`src/hw/cimsb_pkg.sv`:
```
// Shared constants for the interrupt mask, stop and break control unit.
package cimsb_pkg;

    // Register map, byte addresses on the plain register port.
    localparam logic [3:0] REG_FLAGS   = 4'h0;
    localparam logic [3:0] REG_STATUS  = 4'h4;
    localparam logic [3:0] REG_MASK    = 4'h8;
    localparam logic [3:0] REG_ENABLE  = 4'hc;

    // Status and mask bit positions.
    localparam int EV_INT   = 0;
    localparam int EV_BRK   = 1;
    localparam int EV_WAKE  = 2;
    localparam int EV_W     = 3;

    // Condition code byte layout.
    localparam int CCR_V    = 7;
    localparam int CCR_H    = 4;
    localparam int CCR_I    = 3;
    localparam int CCR_N    = 2;
    localparam int CCR_Z    = 1;
    localparam int CCR_C    = 0;

    // Values after reset.
    localparam logic         RST_MASK_FLAG = 1'b1;
    localparam logic [7:0]   RST_ENABLE    = 8'h00;
    localparam logic [EV_W-1:0] RST_EVMASK = 3'h0;

    // Vector addresses.
    localparam logic [15:0]  VEC_BRK_NORMAL = 16'hfffc;
    localparam logic [15:0]  VEC_BRK_MON    = 16'hfefc;
    localparam logic [15:0]  VEC_IRQ_TOP    = 16'hfffa;

    // Bytes stacked on entry: PC low, PC high, X low, A, CONDITION_CODE_REGISTER.
    localparam logic [2:0]   STACK_BYTES    = 3'h5;
    localparam logic [2:0]   STACK_LAST     = 3'h4;

    // Oscillator stabilisation wait.
    localparam int CLK_PERIOD_NS = 40;
    localparam int OSC_STAB_NS   = 163840;
    localparam int OSC_STAB_CYC  = OSC_STAB_NS / CLK_PERIOD_NS;

    typedef enum logic [2:0] {
        ST_RUN  = 3'b000,
        ST_PUSH = 3'b001,
        ST_VEC  = 3'b010,
        ST_PULL = 3'b011,
        ST_STOP = 3'b100,
        ST_STAB = 3'b101
    } cimsb_state_type;

endpackage

```
`src/hw/cimsb_core.sv`:
```
// Interrupt mask, result flags, stop mode and break handling for the processor core.
//
// The strobed register port and the placing of the registers are this design's own decisions.
`timescale 1ns/100ps
`default_nettype none
//
// Summary of operation
// - A set mask blocks all maskable requests; a clear mask lets them in.
// - Interrupt entry stacks registers, then sets the mask, then fetches the vector.
// - Entry stacks PC, low index, accumulator and flags, never the high index.
// - With several requests pending, the highest priority one is taken first.
// - Return from exception pulls the stacked registers and restores the mask.
// - Reset sets the mask; afterwards the clear-mask instruction, stop and a pulled flags byte can clear it.
// - Negative flag follows bit 7 of each operation result.
// - Zero flag is set when the eight-bit result is all zeros.
// - Stop clears the mask and halts the processor clock.
// - Interrupt wake keeps the mask clear; reset wake sets it.
// - Leaving stop on a request, the clock restarts after the oscillator settling wait; a reset restarts it at once.
// - An enabled break finishes the current instruction, then runs a software trap.
// - Break vector differs between normal operation and monitor mode.
// - Return from exception ends the break only once the break request dropped.
// - Requests are taken only on boundaries, wake stop on any cycle, and need their own enable.
module cimsb_core
    import cimsb_pkg::*;
#(
    parameter int NSRC        = 8,
    parameter int STAB_CYCLES = OSC_STAB_CYC
) (
    input  wire logic             i_ref_clk,     // Bus clock, 25 MHz.
    input  wire logic             i_resetn,      // Synchronous reset, active low.
    input  wire logic             i_ce,          // Clock enable, freezes all state.
    input  wire logic             i_boundary,    // Instruction boundary pulse.
    input  wire logic             i_cli_exec,    // Clear-mask instruction executed.
    input  wire logic             i_sei_exec,    // Set-mask instruction executed.
    input  wire logic             i_stop_exec,   // Stop instruction executed.
    input  wire logic             i_rti_exec,    // Return from exception executed.
    input  wire logic             i_alu_valid,   // Operation result present.
    input  wire logic [7:0]       i_alu_result,  // Operation result byte.
    input  wire logic [2:0]       i_ccr_vhc,     // Core owned V, H and C flags.
    input  wire logic [15:0]      i_pc,          // Return address to stack.
    input  wire logic [7:0]       i_acc,         // Accumulator to stack.
    input  wire logic [7:0]       i_idx_lo,      // Low index byte to stack.
    input  wire logic [7:0]       i_stack_rdata, // Stack byte during a pull.
    input  wire logic             i_ext_irq_pin, // External interrupt pin, source 0.
    input  wire logic [NSRC-1:1]  i_irq_req,     // On-chip peripheral requests.
    input  wire logic             i_break_en,    // Break module enabled.
    input  wire logic             i_break_req,   // Break request from break module.
    input  wire logic             i_monitor,     // Monitor mode select.
    input  wire logic [3:0]       i_addr,        // Register address.
    input  wire logic [31:0]      i_wdata,       // Register write data.
    input  wire logic             i_wr,          // Register write strobe.
    input  wire logic             i_rd,          // Register read strobe.
    output logic      [31:0]      o_rdata,       // Read data, cycle after strobe.
    output logic                  o_irq,         // Unmasked event interrupt.
    output logic                  o_busy,        // Core must hold its sequencer.
    output logic                  o_cpu_clk_en,  // Processor clock enable.
    output logic                  o_stack_wr,    // Stack push strobe.
    output logic                  o_stack_rd,    // Stack pull strobe.
    output logic      [2:0]       o_stack_idx,   // Byte number within push or pull.
    output logic      [7:0]       o_stack_data,  // Byte being pushed.
    output logic                  o_vec_fetch,   // Vector fetch pulse.
    output logic      [15:0]      o_vec_addr,    // Vector address to load.
    output logic                  o_mask_flag,   // Interrupt mask flag.
    output logic                  o_neg_flag,    // Negative flag.
    output logic                  o_zero_flag    // Zero flag.
);
    localparam int IW    = $clog2(NSRC);
    localparam int CNT_W = $clog2(STAB_CYCLES + 1);
    localparam logic [CNT_W-1:0] STAB_LAST = CNT_W'(STAB_CYCLES - 1);

    cimsb_state_type   state_q, state_d;
    logic [CNT_W-1:0]  cnt_q, cnt_d;
    logic              i_flag_q, i_flag_d;
    logic              n_flag_q, n_flag_d;
    logic              z_flag_q, z_flag_d;
    logic              brk_act_q, brk_act_d;
    logic [7:0]        sdata_q, sdata_d;
    logic [15:0]       vaddr_q, vaddr_d;
    logic [EV_W-1:0]   ev_q, ev_d;
    logic [EV_W-1:0]   evmask_q, evmask_d;
    logic [NSRC-1:0]   en_q, en_d;
    logic [31:0]       rdata_q, rdata_d;
    logic [EV_W-1:0]   ev_set;
    logic              ext_sync;
    logic [NSRC-1:0]   pend;
    logic              irq_valid;
    logic [IW-1:0]     irq_idx;
    logic              brk_take;
    logic              irq_take;
    logic [7:0]        ccr_byte;

    cimsb_sync #(.W(1)) u_sync (
        .i_ref_clk (i_ref_clk),
        .i_resetn  (i_resetn),
        .i_ce      (i_ce),
        .i_async   (i_ext_irq_pin),
        .o_sync    (ext_sync)
    );

    assign pend = {i_irq_req, ext_sync} & en_q;

    cimsb_prio #(.N(NSRC), .IW(IW)) u_prio (
        .i_req   (pend),
        .o_valid (irq_valid),
        .o_index (irq_idx)
    );

    assign brk_take = i_break_en && i_break_req && !brk_act_q;
    assign irq_take = irq_valid && !i_flag_q;

    always_comb
    begin
        ccr_byte        = 8'h60;
        ccr_byte[CCR_V] = i_ccr_vhc[2];
        ccr_byte[CCR_H] = i_ccr_vhc[1];
        ccr_byte[CCR_C] = i_ccr_vhc[0];
        ccr_byte[CCR_I] = i_flag_q;
        ccr_byte[CCR_N] = n_flag_q;
        ccr_byte[CCR_Z] = z_flag_q;
    end

    function automatic logic [7:0] push_byte(input logic [2:0] idx, input logic [15:0] pc,
                                             input logic [7:0] x, input logic [7:0] a,
                                             input logic [7:0] condition_code_register);
        logic [7:0] b;
        case (idx)
            3'h0:    b = pc[7:0];
            3'h1:    b = pc[15:8];
            3'h2:    b = x;
            3'h3:    b = a;
            default: b = condition_code_register;
        endcase
        return b;
    endfunction

    // Sequencer and flags.
    always_comb
    begin
        state_d   = state_q;
        cnt_d     = cnt_q;
        i_flag_d  = i_flag_q;
        n_flag_d  = n_flag_q;
        z_flag_d  = z_flag_q;
        brk_act_d = brk_act_q;
        sdata_d   = sdata_q;
        vaddr_d   = vaddr_q;
        ev_set    = '0;
        case (state_q)
            ST_RUN:
            begin
                if (i_alu_valid)
                begin
                    n_flag_d = i_alu_result[7];
                    z_flag_d = (i_alu_result == 8'h00);
                end
                if (i_cli_exec)
                begin
                    i_flag_d = 1'b0;
                end
                if (i_sei_exec)
                begin
                    i_flag_d = 1'b1;
                end
                if (i_rti_exec)
                begin
                    state_d = ST_PULL;
                    cnt_d   = '0;
                end
                else if (i_stop_exec)
                begin
                    i_flag_d = 1'b0;
                    state_d  = ST_STOP;
                end
                else if (i_boundary && brk_take)
                begin
                    brk_act_d = 1'b1;
                    vaddr_d   = i_monitor ? VEC_BRK_MON : VEC_BRK_NORMAL;
                    sdata_d   = push_byte(3'h0, i_pc, i_idx_lo, i_acc, ccr_byte);
                    cnt_d     = '0;
                    state_d   = ST_PUSH;
                    ev_set[EV_BRK] = 1'b1;
                end
                else if (i_boundary && irq_take)
                begin
                    vaddr_d   = VEC_IRQ_TOP - {15'(irq_idx), 1'b0};
                    sdata_d   = push_byte(3'h0, i_pc, i_idx_lo, i_acc, ccr_byte);
                    cnt_d     = '0;
                    state_d   = ST_PUSH;
                    ev_set[EV_INT] = 1'b1;
                end
            end
            ST_PUSH:
            begin
                if (cnt_q[2:0] == STACK_LAST)
                begin
                    i_flag_d = 1'b1;
                    state_d  = ST_VEC;
                end
                else
                begin
                    cnt_d   = cnt_q + CNT_W'(1);
                    sdata_d = push_byte(cnt_q[2:0] + 3'h1, i_pc, i_idx_lo, i_acc, ccr_byte);
                end
            end
            ST_VEC:
            begin
                state_d = ST_RUN;
            end
            ST_PULL:
            begin
                if (cnt_q == '0)
                begin
                    i_flag_d = i_stack_rdata[CCR_I];
                    n_flag_d = i_stack_rdata[CCR_N];
                    z_flag_d = i_stack_rdata[CCR_Z];
                end
                if (cnt_q[2:0] == STACK_LAST)
                begin
                    if (brk_act_q && !i_break_req)
                    begin
                        brk_act_d = 1'b0;
                    end
                    state_d = ST_RUN;
                end
                else
                begin
                    cnt_d = cnt_q + CNT_W'(1);
                end
            end
            ST_STOP:
            begin
                if (|pend)
                begin
                    cnt_d   = '0;
                    state_d = ST_STAB;
                    ev_set[EV_WAKE] = 1'b1;
                end
            end
            ST_STAB:
            begin
                if (cnt_q == STAB_LAST)
                begin
                    state_d = ST_RUN;
                end
                else
                begin
                    cnt_d = cnt_q + CNT_W'(1);
                end
            end
            default:
            begin
                state_d = ST_RUN;
            end
        endcase
    end

    // Register port; a set in the same cycle as a write-one clear wins.
    always_comb
    begin
        evmask_d = evmask_q;
        en_d     = en_q;
        ev_d     = ev_q;
        rdata_d  = 32'h0000_0000;
        if (i_wr && i_addr == REG_STATUS)
        begin
            ev_d = ev_q & ~i_wdata[EV_W-1:0];
        end
        else if (i_wr && i_addr == REG_MASK)
        begin
            evmask_d = i_wdata[EV_W-1:0];
        end
        else if (i_wr && i_addr == REG_ENABLE)
        begin
            en_d = i_wdata[NSRC-1:0];
        end
        ev_d = ev_d | ev_set;
        if (i_rd && i_addr == REG_FLAGS)
        begin
            rdata_d[7:0]  = ccr_byte;
            rdata_d[8]    = brk_act_q;
            rdata_d[11:9] = state_q;
        end
        else if (i_rd && i_addr == REG_STATUS)
        begin
            rdata_d[EV_W-1:0] = ev_q;
        end
        else if (i_rd && i_addr == REG_MASK)
        begin
            rdata_d[EV_W-1:0] = evmask_q;
        end
        else if (i_rd && i_addr == REG_ENABLE)
        begin
            rdata_d[NSRC-1:0] = en_q;
        end
    end

    always_ff @(posedge i_ref_clk)
    begin
        if (!i_resetn)
        begin
            state_q   <= ST_RUN;
            cnt_q     <= '0;
            i_flag_q  <= RST_MASK_FLAG;
            n_flag_q  <= 1'b0;
            z_flag_q  <= 1'b0;
            brk_act_q <= 1'b0;
            sdata_q   <= 8'h00;
            vaddr_q   <= 16'h0000;
            ev_q      <= '0;
            evmask_q  <= RST_EVMASK;
            en_q      <= NSRC'(RST_ENABLE);
            rdata_q   <= 32'h0000_0000;
        end
        else if (i_ce)
        begin
            state_q   <= state_d;
            cnt_q     <= cnt_d;
            i_flag_q  <= i_flag_d;
            n_flag_q  <= n_flag_d;
            z_flag_q  <= z_flag_d;
            brk_act_q <= brk_act_d;
            sdata_q   <= sdata_d;
            vaddr_q   <= vaddr_d;
            ev_q      <= ev_d;
            evmask_q  <= evmask_d;
            en_q      <= en_d;
            rdata_q   <= rdata_d;
        end
    end

    assign o_rdata      = rdata_q;
    assign o_irq        = |(ev_q & evmask_q);
    assign o_busy       = (state_q != ST_RUN);
    assign o_cpu_clk_en = (state_q != ST_STOP) && (state_q != ST_STAB);
    assign o_stack_wr   = (state_q == ST_PUSH);
    assign o_stack_rd   = (state_q == ST_PULL);
    assign o_stack_idx  = cnt_q[2:0];
    assign o_stack_data = sdata_q;
    assign o_vec_fetch  = (state_q == ST_VEC);
    assign o_vec_addr   = vaddr_q;
    assign o_mask_flag  = i_flag_q;
    assign o_neg_flag   = n_flag_q;
    assign o_zero_flag  = z_flag_q;

    chk_mask_blocks_irq: assert property (@(posedge i_ref_clk) disable iff (!i_resetn)
        (i_ce && state_q == ST_RUN && i_boundary && i_flag_q && !brk_take
         && !i_rti_exec && !i_stop_exec) |=> state_q != ST_PUSH)
        else $error("Masked request was taken.");
    chk_mask_after_push: assert property (@(posedge i_ref_clk) disable iff (!i_resetn)
        (i_ce && state_q == ST_PUSH && cnt_q[2:0] == STACK_LAST) |=> i_flag_q && o_vec_fetch)
        else $error("Mask not set before vector fetch.");
    chk_push_byte_count: assert property (@(posedge i_ref_clk) disable iff (!i_resetn)
        o_vec_fetch |-> $past(o_stack_idx) == STACK_LAST && cnt_q[2:0] == STACK_LAST)
        else $error("Wrong number of stacked bytes.");
    chk_pull_restores: assert property (@(posedge i_ref_clk) disable iff (!i_resetn)
        (i_ce && state_q == ST_PULL && cnt_q == '0) |=> i_flag_q == $past(i_stack_rdata[CCR_I]))
        else $error("Mask not restored from stack.");
    chk_reset_sets_mask: assert property (@(posedge i_ref_clk)
        !i_resetn |=> i_flag_q)
        else $error("Reset left mask clear.");
    chk_result_flags: assert property (@(posedge i_ref_clk) disable iff (!i_resetn)
        (i_ce && state_q == ST_RUN && i_alu_valid) |=>
        n_flag_q == $past(i_alu_result[7]) && z_flag_q == ($past(i_alu_result) == 8'h00))
        else $error("Result flags wrong.");
    chk_stop_entry: assert property (@(posedge i_ref_clk) disable iff (!i_resetn)
        (i_ce && state_q == ST_RUN && i_stop_exec && !i_rti_exec) |=>
        !i_flag_q && !o_cpu_clk_en)
        else $error("Stop entry wrong.");
    chk_stab_wait: assert property (@(posedge i_ref_clk) disable iff (!i_resetn)
        $rose(o_cpu_clk_en) |-> $past(cnt_q) == STAB_LAST && !i_flag_q)
        else $error("Clock restarted early.");
    chk_break_vector: assert property (@(posedge i_ref_clk) disable iff (!i_resetn)
        (i_ce && state_q == ST_RUN && i_boundary && brk_take && !i_rti_exec && !i_stop_exec)
        |=> o_vec_addr == ($past(i_monitor) ? VEC_BRK_MON : VEC_BRK_NORMAL))
        else $error("Break vector wrong.");
    chk_break_release: assert property (@(posedge i_ref_clk) disable iff (!i_resetn)
        (i_ce && state_q == ST_PULL && cnt_q[2:0] == STACK_LAST && i_break_req && brk_act_q)
        |=> brk_act_q)
        else $error("Break ended while still requested.");
endmodule
`default_nettype wire

```
`src/hw/cimsb_sync.sv`:
```
// Two flip-flop synchroniser for pin-level inputs.
`timescale 1ns/100ps
`default_nettype none
module cimsb_sync #(
    parameter int W = 1
) (
    input  wire logic         i_ref_clk, // Bus clock.
    input  wire logic         i_resetn,  // Synchronous reset, active low.
    input  wire logic         i_ce,      // Clock enable.
    input  wire logic [W-1:0] i_async,   // Raw pin levels.
    output logic      [W-1:0] o_sync     // Synchronised levels.
);
    logic [W-1:0] meta_q;
    logic [W-1:0] sync_q;

    always_ff @(posedge i_ref_clk)
    begin
        if (!i_resetn)
        begin
            meta_q <= '0;
            sync_q <= '0;
        end
        else if (i_ce)
        begin
            meta_q <= i_async;
            sync_q <= meta_q;
        end
    end

    assign o_sync = sync_q;
endmodule
`default_nettype wire

```
`src/hw/cimsb_prio.sv`:
```
// Fixed priority picker: the lowest numbered request wins.
`timescale 1ns/100ps
`default_nettype none
module cimsb_prio #(
    parameter int N  = 8,
    parameter int IW = 3
) (
    input  wire logic [N-1:0]  i_req,   // Enabled pending requests.
    output logic               o_valid, // Any request present.
    output logic [IW-1:0]      o_index  // Winning request number.
);
    always_comb
    begin
        o_valid = 1'b0;
        o_index = '0;
        for (int k = N - 1; k >= 0; k--)
        begin
            if (i_req[k])
            begin
                o_valid = 1'b1;
                o_index = IW'(k);
            end
        end
    end
endmodule
`default_nettype wire

```
`config.mk`:
```
export PLATFORM = sky130hd
export DESIGN_NAME = cimsb_core
export DESIGN_NICKNAME = d
export VERILOG_FILES = /design/src/hw/cimsb_pkg.sv /design/src/hw/cimsb_core.sv /design/src/hw/cimsb_sync.sv /design/src/hw/cimsb_prio.sv
export SDC_FILE = /design/constraint.sdc
export NUM_CORES = 1
export LEC_CHECK = 0
export BUFFER_PORTS_ARGS = -buffer_cell sky130_fd_sc_hd__buf_4
export CORE_ASPECT_RATIO = 1.25
export CORE_MARGIN = 2
export CORE_UTILIZATION = 50
export DETAILED_ROUTE_END_ITERATION = 7
export PLACE_DENSITY = 0.85
export RECOVER_POWER = 25
export SETUP_SLACK_MARGIN = 0.5
export SYNTH_ARGS = -nofsm -noshare
export SYNTH_HDL_FRONTEND = slang
export SYNTH_SLANG_ARGS = --single-unit
```
`constraint.sdc`:
```
create_clock -name i_ref_clk -period 4.9 [get_ports i_ref_clk]
set_clock_uncertainty 0.2 [all_clocks]
set_input_delay 1.225 -clock i_ref_clk [delete_from_list [all_inputs] [get_ports i_ref_clk]]
set_output_delay 1.225 -clock i_ref_clk [all_outputs]
set_load 0.01 [all_outputs]
```
==> impl_results.md <==
* Asr flop ratio synth at 0%
* Setup_tns at 0 ns
* Placed insts at 610
* Pwr Density at 272 nW/um^2
* Worst Setup EP: o_stack_data[6]$_SDFFE_PN0P_
* Cts bufs inserted at 9
* Register share of total power at 43.8%
* Fill cells at 618
* Post-route DRC at 0
* Endpoints failing hold at 0
* Switching Fraction at 29.8%
* Layout cells sized above 1 at 26.1%
* Crit. Startpoint: i_ce
* Slew of the pin with the lowest slew margin at 1.31 ns
* Setup violations, final at 0
* Switching Power at 0.365 mW
* # IOs at 177
* Critical Path RT at 4.95 ns
* Std-Cell Rows at 34
* CTS sink count at 62
* CORE AREA at 7020 um^2
* Number of synthesized flops with an enable pin at 0
* Max rail drop VDD at 0.176 mV
* Initial antenna violation count at 0
* Slew HR at 12.8%
* Netlist cell types at 65
* Register area at 1240 um^2
* Area leader, netlist: dfxtp_1
* Pre-antenna DRT Iters at 6
* Detailed Place HPWL at 7910 um
* Skew-Pair Late Insertion Delay at 0.35 ns
* Max Slew Vio Count at 0
* Gate power share at 20.4%
* Min Tclk post-route at 3.69 ns
* Postcts setup bufs at 0
* WP data arrival at 3.73 ns
* Post-cts sizing count at 0
* R2R Setup Slk at 2.22 ns
* Global placement routability congestion at 0.919
* Port Buffers at 126
* Routed vias at 3731
* Worst hold path type: reg -> reg
* Crit end category: flop
* Die height at 99.5 um
* Reg2reg path depth at 8
* Pleak at 1.79 nW
* Die area at 8000 um^2
* Post-synth top cells: 62 x dfxtp_1, 40 x a21oi_1, 37 x buf_4, 37 x nor2_1, 27 x nand2_1
* Syn-to-layout area delta at 23.9%
* CTS tree: yes
* Max clock buf depth at 2
* Fmax at 0.271 GHz
* RSZ-0062 raised after global routing: false
* Die width at 80.4 um
* Worst-path clk slew at 0.07 ns
* Antenna Violating Nets Remaining at 0
* Int Pwr at 0.862 mW
* Post-synth top area share at 34.0%
* Worst reg2reg path startpoint: cnt_q[0]$_SDFFE_PN0P_
* Post-synthesis cell area at 3650 um^2
* GRT Total Usage at 25.1%
* Multi-input gate area at 2060 um^2
* Drt wl/cell at 16.6 um
* Flops & latches, synth at 62
* Global-route wire length before repair at 15800 um
* Reg2reg end: o_mask_flag$_SDFFE_PN1P_
* CP max FO at 29
* Part of the cycle the worst path needs at 75.2%
* Fin cells at 626
* Synth Warn # at 0
* Seq/Total Area, Yosys at 34.0%
* Synthesized area per cell at 8.48 um^2
* Setup CP Type: in -> reg
* Ant diodes at 0
* Vias in the first global route at 3379
* Root buffer cell: clkbuf_8
* Status: finished clean
* Final Net Count at 646
* Pin count of the biggest net entering global routing at 32
* Final wirelength at 10400 um
* Hold Buf Count CTS at 0
* Initial core utilization at 52.0%
* H-tree level count at 3
* Most frequent cell after synthesis: dfxtp_1
* Clock share of power at 35.8%
* Synth Instances at 430
* Number of DRC markers in iteration 0 at 236
* Vias per cell at 5.96
* Global route overflow at 0
* Crit path launch type: input pin
* Synth area leaders: dfxtp_1 34%, buf_4 7.6%, a21oi_1 5.5%, nor2_1 3.8%, mux2i_1 3.6%
* Max-Cap Viols at 0
* Top FF cell, synth: dfxtp_1
critical path, stage by stage:
cell and delay [ns]:
clkbuf_1 0.93, inv_1 0.52, a311oi_4 0.70, nor2_1 0.09, a211oi_1 0.25
final cells by class:
class	instances	area share, %
clock inverters	6	1.38
multi-input cells	316	45.6
clock buffers	10	2.82
flip-flops and latches	62	27.5
inverters	14	1.16
repair buffers	128	19.1
well taps	90	2.49
logic make-up (layout without fill, tap and decap cells):
kind of cell	count (synthesis)	in the layout	synth area share [%]
AO/OA/AOI/OAI	127	127	25.6
adder cells (fa/ha/maj)	6	6	2.06
buffers and inverters	72	158	11.6
flip-flops	62	62	34.0
multiplexers	16	16	5.11
other	1	21	0.103
AND/OR/NAND/NOR	146	146	21.5
flip-flops by register name, summed over array words and instances (netlist names):
name / count
o_zero_flag: 1
o_vec_addr: 6
o_rdata: 12
evmask_q: 3
o_stack_data: 8
ev_q: 3
o_mask_flag: 1
en_q: 8
o_neg_flag: 1
cnt_q: 13
state_q: 3
u_sync.meta_q: 1
u_sync.o_sync: 1
brk_act_q: 1
layout by cell type (no fill, tap or decap), types with 4 or more instances in the layout:
| master | instances |
|---|---|
| buf_4 | 102 |
| o22ai_1 | 6 |
| ha_1 | 6 |
| a211oi_1 | 6 |
| clkbuf_8 | 9 |
| nor2b_1 | 5 |
| mux2i_1 | 13 |
| a21oi_1 | 40 |
| conb_1 | 21 |
| and3_1 | 5 |
| inv_1 | 13 |
| nor3_1 | 6 |
| nand2b_1 | 8 |
| or4_1 | 11 |
| o21ai_1 | 4 |
| nand2_1 | 27 |
| o21ai_0 | 13 |
| dfxtp_1 | 62 |
| nor2_1 | 37 |
| nand3_1 | 20 |
| a222oi_1 | 9 |
| o31ai_1 | 10 |
| clkbuf_1 | 27 |
| a22oi_1 | 10 |
| nor4_1 | 4 |
worst min path at each step:
stage                                          start                          to  slack [ns]  cells after the start
after detailed placement    o_rdata[11]$_SDFFE_PN0P_    o_rdata[11]$_SDFFE_PN0P_        0.27                      2
final                       o_rdata[11]$_SDFFE_PN0P_    o_rdata[11]$_SDFFE_PN0P_        0.27                      2
after CTS                   o_rdata[11]$_SDFFE_PN0P_    o_rdata[11]$_SDFFE_PN0P_        0.28                      2
after global placement       o_rdata[1]$_SDFFE_PN0P_     o_rdata[1]$_SDFFE_PN0P_        0.26                      2
after floorplan           u_sync.meta_q$_SDFFE_PN0P_  u_sync.meta_q$_SDFFE_PN0P_        0.26                      2
after global routing        o_rdata[11]$_SDFFE_PN0P_    o_rdata[11]$_SDFFE_PN0P_        0.29                      2
power groups by stage:
stage                     Combinational, mW  Clock (mW)  Sequential, mW
after floorplan                       0.167           0           0.544
after global placement                0.247           0           0.547
after CTS                             0.253       0.443           0.536
after detailed placement              0.252           0           0.548
after global routing                  0.273       0.469           0.539
final                                 0.251       0.440           0.537
metrics by stage:
stage	area (um^2)	total power [mW]	setup slack, ns	hold slack, ns	util (%)
floorplan	3720	0.711	1.97	0.260	-
global route	4520	1.28	0.991	0.287	64.4
global placement	4430	0.794	1.54	0.256	63.0
finish	4520	1.23	1.21	0.274	64.4
detailed placement	4430	0.800	1.49	0.270	63.0
CTS	4620	1.23	1.84	0.278	65.8
per-layer routing:
| layer | track usage (%) | routed length, um | vias to the layer above |
|---|---|---|---|
| li1 | - | - | 1752 |
| met1 | 29.6 | 3940 | 1753 |
| met2 | 42.4 | 5220 | 192 |
| met3 | 5.08 | 847 | 34 |
| met4 | 13.4 | 377 | 0 |
| met5 | 0 | 0 | - |
Note: power is estimated with default switching activity, not from simulation.
